$ cat src/hw/prcs_pkg.sv
// shared constants and types for the port reset and comparator select block
package prcs_pkg;
   // port widths
   localparam int PA_W  = 8;
   localparam int PB_W  = 6;
   localparam int REG_W = 8;

   // register indexes; byte address is four times the index
   localparam logic [7:0] IDX_PA_IN   = 8'hd0;
   localparam logic [7:0] IDX_PA_OUT  = 8'hd1;
   localparam logic [7:0] IDX_PA_DIR  = 8'hd2;
   localparam logic [7:0] IDX_PA_FSEL = 8'hd3;
   localparam logic [7:0] IDX_PB_IN   = 8'hd4;
   localparam logic [7:0] IDX_PB_OUT  = 8'hd5;
   localparam logic [7:0] IDX_PB_DIR  = 8'hd6;
   localparam logic [7:0] IDX_PB_FSEL = 8'hd7;

   // address decode: index sits in haddr[9:2], bits above must be zero
   localparam int IDX_LSB     = 2;
   localparam int IDX_MSB     = 9;
   localparam int REGSEL_W    = 3;
   localparam int HI_LSB      = 10;

   // reset values
   localparam logic [REG_W-1:0] DIR_RST  = 8'h00;
   localparam logic [REG_W-1:0] FSEL_RST = 8'h00;

   // comparator pins on port b
   localparam int CMP_IN_BIT  = 4;
   localparam int CMP_REF_BIT = 3;

   // ahb-lite codes
   localparam logic [2:0] HSIZE_WORD = 3'b010;
   localparam int         HTRANS_ACT = 1;

   // register selector, low three bits of the index
   typedef enum logic [2:0] {
      PRCS_PA_IN   = 3'b000,
      PRCS_PA_OUT  = 3'b001,
      PRCS_PA_DIR  = 3'b010,
      PRCS_PA_FSEL = 3'b011,
      PRCS_PB_IN   = 3'b100,
      PRCS_PB_OUT  = 3'b101,
      PRCS_PB_DIR  = 3'b110,
      PRCS_PB_FSEL = 3'b111
   } prcs_reg_type;

   // captured ahb address phase
   typedef struct packed {
      logic         valid;
      logic         write;
      logic         word;
      prcs_reg_type sel;
   } prcs_phase_type;
endpackage

$ cat src/hw/prcs_gpio.sv
// two gpio ports with reset behaviour, comparator select and ahb-lite registers
//
// Local design decisions: the AHB-Lite slave port and the register offsets.
`timescale 1ns/10ps

module prcs_gpio (
   input  wire logic                    REF_CLK_IN,     // 200 mhz system clock
   input  wire logic                    SYS_RST_IN,     // synchronous reset, high
   input  wire logic                    HSEL_IN,        // ahb slave select
   input  wire logic [31:0]             HADDR_IN,       // ahb byte address
   input  wire logic [1:0]              HTRANS_IN,      // ahb transfer type
   input  wire logic                    HWRITE_IN,      // ahb write
   input  wire logic [2:0]              HSIZE_IN,       // ahb size
   input  wire logic [31:0]             HWDATA_IN,      // ahb write data
   input  wire logic                    HREADY_IN,      // ahb bus ready
   output logic [31:0]                  HRDATA_OUT,     // ahb read data
   output logic                         HREADYOUT_OUT,  // never stalls
   output logic                         HRESP_OUT,      // always okay
   input  wire logic [prcs_pkg::PA_W-1:0] A_PIN_IN,     // port a pin levels
   output logic [prcs_pkg::PA_W-1:0]    A_PIN_OUT,      // port a drive value
   output logic [prcs_pkg::PA_W-1:0]    A_PIN_OE_OUT,   // port a drive enable
   input  wire logic [prcs_pkg::PB_W-1:0] B_PIN_IN,     // port b pin levels
   output logic [prcs_pkg::PB_W-1:0]    B_PIN_OUT,      // port b drive value
   output logic [prcs_pkg::PB_W-1:0]    B_PIN_OE_OUT,   // port b drive enable
   input  wire logic                    CMP_RESULT_IN,  // analog comparator output
   output logic                         CMP_ROUTE_OUT,  // connect b4/b3 to comparator
   output logic                         CMP_POWER_OUT,  // comparator bias enable
   input  wire logic                    HALT_MODE_IN,   // core in halt, same clock
   input  wire logic                    STOP_MODE_IN,   // core in stop, same clock
   input  wire logic                    B4_IRQ_EN_IN,   // b4 interrupt enabled
   output logic [prcs_pkg::PB_W-1:0]    PB_IRQ_SRC_OUT, // interrupt source levels
   output logic                         HALT_WAKE_OUT,  // wake pulse out of halt
   input  wire logic                    LOW_SUPPLY_IN,  // supply monitor trip, async
   output logic                         GLOBAL_RST_OUT  // global reset request
);

   localparam int PA_W = prcs_pkg::PA_W;
   localparam int PB_W = prcs_pkg::PB_W;
   localparam int CI   = prcs_pkg::CMP_IN_BIT;
   localparam int CR   = prcs_pkg::CMP_REF_BIT;

   prcs_pkg::prcs_phase_type    phase_q;
   prcs_pkg::prcs_phase_type    phase_d;
   logic [7:0]                  addr_idx;
   logic                        addr_hit;
   logic                        wr_fire;
   logic [7:0]                  wr_en;
   logic [prcs_pkg::REG_W-1:0]  wdata;
   logic [prcs_pkg::REG_W-1:0]  rd_val;
   logic [31:0]                 rdata_q;
   logic [PA_W-1:0]             outa_q;
   logic [PA_W-1:0]             dira_q;
   logic [PA_W-1:0]             fsela_q;
   logic [PA_W-1:0]             ina_q;
   logic [PB_W-1:0]             outb_q;
   logic [PB_W-1:0]             dirb_q;
   logic [PB_W-1:0]             fselb_q;
   logic [PB_W-1:0]             inb_q;
   logic [PA_W-1:0]             pa_s1_q;
   logic [PA_W-1:0]             pa_s2_q;
   logic [PB_W-1:0]             pb_s1_q;
   logic [PB_W-1:0]             pb_s2_q;
   logic                        cmp_s1_q;
   logic                        cmp_s2_q;
   logic                        cmp_s3_q;
   logic                        cmp_hold_q;
   logic                        lvp_s1_q;
   logic                        lvp_s2_q;
   logic                        full_rst;
   logic                        comp_sel;
   logic                        cmp_now;
   logic [PB_W-1:0]             samp_b;
   logic [PB_W-1:0]             cmp_mask;
   logic [PB_W-1:0]             in_mask_b;

   // full reset is the system reset or a low supply report; stop recovery and
   // watchdog events are not routed here, so they leave port state alone
   assign full_rst = SYS_RST_IN | lvp_s2_q;

   // two-flop synchronisers for pins, comparator and supply monitor
   always_ff @(posedge REF_CLK_IN) begin
      pa_s1_q  <= A_PIN_IN;
      pa_s2_q  <= pa_s1_q;
      pb_s1_q  <= B_PIN_IN;
      pb_s2_q  <= pb_s1_q;
      cmp_s1_q <= CMP_RESULT_IN;
      cmp_s2_q <= cmp_s1_q;
      cmp_s3_q <= cmp_s2_q;
      lvp_s1_q <= LOW_SUPPLY_IN;
      lvp_s2_q <= lvp_s1_q;
   end

   // supply trip drives the global reset; no reset term, it is the reset
   always_ff @(posedge REF_CLK_IN) begin
      GLOBAL_RST_OUT <= lvp_s2_q;
   end

   // ahb address decode; only the eight mapped words answer
   always_comb begin
      addr_idx      = HADDR_IN[prcs_pkg::IDX_MSB:prcs_pkg::IDX_LSB];
      addr_hit      = (HADDR_IN[31:prcs_pkg::HI_LSB] == '0) &&
                      (addr_idx[7:prcs_pkg::REGSEL_W] ==
                       prcs_pkg::IDX_PA_IN[7:prcs_pkg::REGSEL_W]);
      phase_d.valid = HSEL_IN & HTRANS_IN[prcs_pkg::HTRANS_ACT] & addr_hit;
      phase_d.write = HWRITE_IN;
      phase_d.word  = (HSIZE_IN == prcs_pkg::HSIZE_WORD);
      phase_d.sel   = prcs_pkg::prcs_reg_type'(addr_idx[prcs_pkg::REGSEL_W-1:0]);
   end

   // address phase capture; zero wait states so hready is the only qualifier
   always_ff @(posedge REF_CLK_IN) begin
      if (full_rst) begin
         phase_q <= '0;
      end else if (HREADY_IN) begin
         phase_q <= phase_d;
      end
   end

   // data phase write strobes; sub-word writes are dropped
   always_comb begin
      wr_fire = phase_q.valid & phase_q.write & phase_q.word & ~full_rst;
      wdata   = HWDATA_IN[prcs_pkg::REG_W-1:0];
      wr_en   = '0;
      if (wr_fire) begin
         wr_en[phase_q.sel] = 1'b1;
      end
   end

   // read mux, forwarding a write in flight so back to back access is coherent
   always_comb begin
      rd_val = '0;
      case (phase_d.sel)
         prcs_pkg::PRCS_PA_IN:   rd_val = ina_q;
         prcs_pkg::PRCS_PA_OUT:  rd_val = outa_q;
         prcs_pkg::PRCS_PA_DIR:  rd_val = dira_q;
         prcs_pkg::PRCS_PA_FSEL: rd_val = fsela_q;
         prcs_pkg::PRCS_PB_IN:   rd_val = {2'h0, inb_q};
         prcs_pkg::PRCS_PB_OUT:  rd_val = {2'h0, outb_q};
         prcs_pkg::PRCS_PB_DIR:  rd_val = {2'h0, dirb_q};
         prcs_pkg::PRCS_PB_FSEL: rd_val = {2'h0, fselb_q};
         default:                rd_val = '0;
      endcase
      if (wr_fire && phase_q.sel == phase_d.sel) begin
         rd_val = wdata;
         if (phase_d.sel[2]) begin
            rd_val[7:PB_W] = '0;
         end
      end
   end

   // read data register, loaded at the accepted address phase
   always_ff @(posedge REF_CLK_IN) begin
      if (full_rst) begin
         rdata_q <= '0;
      end else if (HREADY_IN) begin
         rdata_q <= (phase_d.valid && !phase_d.write) ? {24'h0, rd_val} : 32'h0;
      end
   end

   assign HRDATA_OUT    = rdata_q;
   assign HREADYOUT_OUT = 1'b1;
   assign HRESP_OUT     = 1'b0;

   // output value registers carry no reset so they survive a full reset
   always_ff @(posedge REF_CLK_IN) begin
      if (wr_en[prcs_pkg::PRCS_PA_OUT]) begin
         outa_q <= wdata;
      end
      if (wr_en[prcs_pkg::PRCS_PB_OUT]) begin
         outb_q <= wdata[PB_W-1:0];
      end
   end

   // direction registers
   always_ff @(posedge REF_CLK_IN) begin
      if (full_rst) begin
         dira_q <= prcs_pkg::DIR_RST;
         dirb_q <= prcs_pkg::DIR_RST[PB_W-1:0];
      end else begin
         if (wr_en[prcs_pkg::PRCS_PA_DIR]) begin
            dira_q <= wdata;
         end
         if (wr_en[prcs_pkg::PRCS_PB_DIR]) begin
            dirb_q <= wdata[PB_W-1:0];
         end
      end
   end

   // function select registers; port a bits choose open drain
   always_ff @(posedge REF_CLK_IN) begin
      if (full_rst) begin
         fsela_q <= prcs_pkg::FSEL_RST;
         fselb_q <= prcs_pkg::FSEL_RST[PB_W-1:0];
      end else begin
         if (wr_en[prcs_pkg::PRCS_PA_FSEL]) begin
            fsela_q <= wdata;
         end
         if (wr_en[prcs_pkg::PRCS_PB_FSEL]) begin
            fselb_q <= wdata[PB_W-1:0];
         end
      end
   end

   // comparator select and its stop-mode freeze; the analog block itself
   // decides high when input is above reference, we only sample it
   assign comp_sel = fselb_q[CI] & fselb_q[CR];
   assign cmp_now  = STOP_MODE_IN ? cmp_hold_q : cmp_s2_q;

   // last comparator value is held so a powered down comparator reads stable
   always_ff @(posedge REF_CLK_IN) begin
      if (full_rst) begin
         cmp_hold_q <= 1'b0;
      end else if (!STOP_MODE_IN) begin
         cmp_hold_q <= cmp_s2_q;
      end
   end

   // port b sample: bit 4 replaced by comparator, bit 3 stays the reference pin
   always_comb begin
      cmp_mask     = '0;
      cmp_mask[CI] = comp_sel;
      cmp_mask[CR] = comp_sel;
      samp_b       = pb_s2_q;
      if (comp_sel) begin
         samp_b[CI] = cmp_now;
      end
      in_mask_b    = ~dirb_q | cmp_mask;
   end

   // per-bit input registers; input bits resample every clock, so a software
   // write survives exactly one cycle, output bits keep what was written except b4/b3 while the comparator is selected
   for (genvar i = 0; i < PA_W; i++) begin : g_ina
      always_ff @(posedge REF_CLK_IN) begin
         if (full_rst) begin
            ina_q[i] <= pa_s2_q[i];
         end else if (wr_en[prcs_pkg::PRCS_PA_IN]) begin
            ina_q[i] <= wdata[i];
         end else if (!dira_q[i]) begin
            ina_q[i] <= pa_s2_q[i];
         end
      end
   end

   for (genvar i = 0; i < PB_W; i++) begin : g_inb
      always_ff @(posedge REF_CLK_IN) begin
         if (full_rst) begin
            inb_q[i] <= pb_s2_q[i];
         end else if (wr_en[prcs_pkg::PRCS_PB_IN]) begin
            inb_q[i] <= wdata[i];
         end else if (in_mask_b[i]) begin
            inb_q[i] <= samp_b[i];
         end
      end
   end

   // pin drivers; comparator pins are forced to inputs while selected
   always_ff @(posedge REF_CLK_IN) begin
      if (full_rst) begin
         A_PIN_OUT     <= '0;
         A_PIN_OE_OUT  <= '0;
         B_PIN_OUT     <= '0;
         B_PIN_OE_OUT  <= '0;
         CMP_ROUTE_OUT <= 1'b0;
         CMP_POWER_OUT <= 1'b0;
      end else begin
         A_PIN_OUT     <= outa_q & dira_q;
         A_PIN_OE_OUT  <= dira_q & ~(fsela_q & outa_q);
         B_PIN_OUT     <= outb_q & dirb_q;
         B_PIN_OE_OUT  <= dirb_q & ~cmp_mask;
         CMP_ROUTE_OUT <= comp_sel;
         CMP_POWER_OUT <= comp_sel & ~STOP_MODE_IN;
      end
   end

   // interrupt sources and halt wake; halt leaves the comparator running
   always_ff @(posedge REF_CLK_IN) begin
      if (full_rst) begin
         PB_IRQ_SRC_OUT <= '0;
         HALT_WAKE_OUT  <= 1'b0;
      end else begin
         PB_IRQ_SRC_OUT <= samp_b;
         HALT_WAKE_OUT  <= HALT_MODE_IN & B4_IRQ_EN_IN & comp_sel &
                           cmp_s2_q & ~cmp_s3_q;
      end
   end
endmodule

$ cat config.mk
export PLATFORM = sky130hd
export DESIGN_NAME = prcs_gpio
export DESIGN_NICKNAME = d
export VERILOG_FILES = /design/src/hw/prcs_pkg.sv /design/src/hw/prcs_gpio.sv
export SDC_FILE = /design/constraint.sdc
export NUM_CORES = 1
export LEC_CHECK = 0
export BUFFER_PORTS_ARGS = -buffer_cell sky130_fd_sc_hd__buf_2
export CORE_UTILIZATION = 45
export CTS_CLUSTER_DIAMETER = 200
export DETAILED_ROUTE_END_ITERATION = 12
export GPL_ROUTABILITY_DRIVEN = 0
export PLACE_DENSITY = 0.72
export SYNTH_ARGS = -nofsm -noshare
export SYNTH_HDL_FRONTEND = slang
export SYNTH_SLANG_ARGS = --single-unit
$ cat constraint.sdc
create_clock -name REF_CLK_IN -period 2.55 [get_ports REF_CLK_IN]
set_clock_uncertainty 0.05 [all_clocks]
set_input_delay 0.51 -clock REF_CLK_IN [delete_from_list [all_inputs] [get_ports REF_CLK_IN]]
set_output_delay 0.51 -clock REF_CLK_IN [all_outputs]
set_load 0.02 [all_outputs]
==> results.cfg <==
[status]
outcome = finished, final reports clean

[final_layout]
drive_above_1_share_pct = 29.52
synthToLayoutAreaGrowth_pct = 24.21
final_net_count = 683
antenna_cells = 0
fillCellCount = 973

[setup_path]
cp-start-kind = register
required_ns = 2.66
cp-startpoint = lvp_s2_q$_DFF_P_
path_class = reg2reg
reg2reg_depth = 5
r2r_setup_slack_ns = 0.29
end_kind = register
rr_startpoint = lvp_s2_q$_DFF_P_
path_max_fanout = 37
worstPathArrival_ns = 2.37
r2r_end = inb_q[2]$_DFFE_PP_

[grt]
grt_pass1_vias = 3669
track_usage_pct = 19.68
grt_pass1_wl_mm = 18.63
grt_max_degree = 45
gr-total-overflow = 0
grt_antenna_before_repair = 0

[detailed_routing]
via_count = 3838
vias_per_cell = 5.145
drc = 0
ant_nets = 0
routedWlPerCell_um = 15.89
wl_mm = 11.85
first_iter_violations = 186
firstDrtPassIters = 5

[yosys]
async_flop_share_pct = 0
yosysWarnings = 0
synth_seq_cells = 142
synth_cell_types = 47
yosysTopAreaCellShare_pct = 43.09
yosys.area.top_type = dfxtp_1
synth_edf_count = 28
synthCells = 471
synth_most_common_cell = dfxtp_1
synth_ff_type = dfxtp_1
synth_area_leaders = dfxtp_1, edfxtp_1, mux2i_1, buf_4, nor2_1
syn-cell-area_um2 = 5296
yosysSeqAreaShare_pct = 58.97
syn_area_per_cell_um2 = 11.24
synth_common_cells = dfxtp_1, nor2_1, mux2i_1

[clocking]
htree_levels = 4
cts_resized = 0
postCtsSetupBuffers = 0
clock-sinks = 142
clock_path_buffers = 2
path_clk_slew_ns = 0.06
cts-root-buf = clkbuf_16
cts-buffers-inserted = 17
cts_tree = yes
clk_latency_ns = 0.41
hold_buffers = 0

[pwr]
comb_power_share_pct = 4.7
switching_share_pct = 21.27
p_int_w = 0.004070
p_sw_w = 0.001100
p_per_area_nw_per_um2 = 785.7
seqPwrFrac_pct = 45.5
ir_drop_mv = 0.4659
p_leak_nw = 2.871
p_clk_share_pct = 49.8
power_w = 0.005169

[hold_path]
whs_path_depth = 1
hp-class = in2reg
min_to = pa_s1_q[2]$_DFF_P_
worstHoldStart = A_PIN_IN[2]

[sta]
rsz0062_at_grt = false
fin_crit_sh_pct = 88.79
max-slew-margin-rel_pct = 48.41
drv_slew = 0
tns_ns = 0
setup_viol_count_final = 0
max_freq_ghz = 0.4416
finalHoldViolCount = 0
worstMarginPinSlew_ns = 0.7710
min_period_ns = 2.264

[floorplan]
io_pins = 165
rows = 39
die_h_um = 110.5
dieArea_um2 = 12210
fp.dieW_um = 110.5
core_um2 = 11470
initial_utilization_pct = 46.19

[place]
hpwlAfterDp_mm = 8.266
portBuffers = 111

[job]
cap_violations = 0
area by class of cell:
cell class | count | area, um^2 | share of cell area [%]
repair buffers | 125 | 685.7 | 10.42
clock buffers | 19 | 432.9 | 6.580
well taps | 143 | 178.9 | 2.720
flip-flops and latches | 142 | 3123 | 47.47
inverters | 4 | 15.01 | 0.2282
multi-input cells | 300 | 1953 | 29.69
clock inverters | 13 | 190.2 | 2.891
sequential cells by signal (all words and copies together), names as in the netlist, 6 cells and up:
register        flops
inb_q               6
HRDATA_OUT          8
dira_q              8
A_PIN_OUT           8
dirb_q              6
pa_s1_q             8
pb_s2_q             6
ina_q               8
A_PIN_OE_OUT        8
pb_s1_q             6
pa_s2_q             8
B_PIN_OE_OUT        6
fselb_q             6
outb_q              6
B_PIN_OUT           6
outa_q              8
fsela_q             8
phase_q             6
PB_IRQ_SRC_OUT      6
per-layer routing:
layer / vias to the layer above / GRT usage (%) / routed length, um
li1: 1851 / - / -
met1: 1832 / 23.26 / 4892
met2: 139 / 34.00 / 6095
met3: 16 / 5.708 / 654
met4: 0 / 6.844 / 208
met5: - / 0 / 0
power groups by stage:
stage	clock [W]	combinational (W)	sequential, W
final	0.00257	0.000241	0.00235
after global routing	0.00273	0.000258	0.00236
after CTS	0.00261	0.000239	0.00235
after detailed placement	0	0.000238	0.00240
after global placement	0	0.000232	0.00240
after floorplan	0	0.000165	0.00240
logic make-up after synthesis:
family / synth area share [%]
simple gates: 15.57
flops: 58.97
mux: 12.38
compound gates: 6.709
buf+inv: 5.906
xor+xnor: 0.3308
other cells: 0.1418
critical path, cell delays in order, from the launching register on:
cell	delay, ns
dfxtp_1	0.32
or2_1	0.31
buf_12	0.21
nor3_1	0.30
nand2b_1	0.40
mux2_2	0.42
cell usage in the layout, fill, tap and decap left out, drive strengths merged, types with 3 or more instances in the layout:
master	synthesis	routed
o221ai	8	8
a22oi	9	9
nor4	5	5
o21ai	15	15
nand3b	5	5
nand3	5	5
nor2	45	45
clkinvlp	0	4
edfxtp	28	28
bufinv	0	4
mux2i	43	43
nand2b	4	4
inv	4	5
and2	11	11
mux4	3	3
nand2	28	28
clkbuf	19	19
mux2	14	14
and3	17	17
a21oi	19	19
buf	30	125
conb	2	26
dfxtp	114	114
clkinv	0	4
nor3	6	6
nor2b	15	15
worst max-delay path by stage:
stage,to,slack [ns],depth (start not counted)
5_1_grt,inb_q[2]$_DFFE_PP_,0.15,5
2_1_floorplan,outa_q[0]$_DFFE_PP_,0.30,4
3_3_place_gp,outa_q[1]$_DFFE_PP_,0.16,6
6_report,inb_q[2]$_DFFE_PP_,0.29,5
3_5_place_dp,inb_q[2]$_DFFE_PP_,0.12,6
4_1_cts,inb_q[2]$_DFFE_PP_,0.33,5
metrics by stage:
stage / utilization, % / instance area [um^2] / hold slack [ns] / instances / setup WS, ns
finish: 57.37 / 6579 / 0.1438 / 746 / 0.2857
global route: 57.37 / 6579 / 0.1234 / 746 / 0.1541
CTS: 57.37 / 6579 / 0.1312 / 746 / 0.3297
detailed placement: 51.94 / 5956 / 0.2635 / 714 / 0.1172
global placement: 51.94 / 5956 / 0.2606 / 714 / 0.1582
floorplan: - / 5386 / 0.2596 / 495 / 0.3049
No activity file was read; power rests on OpenSTA's default activity.
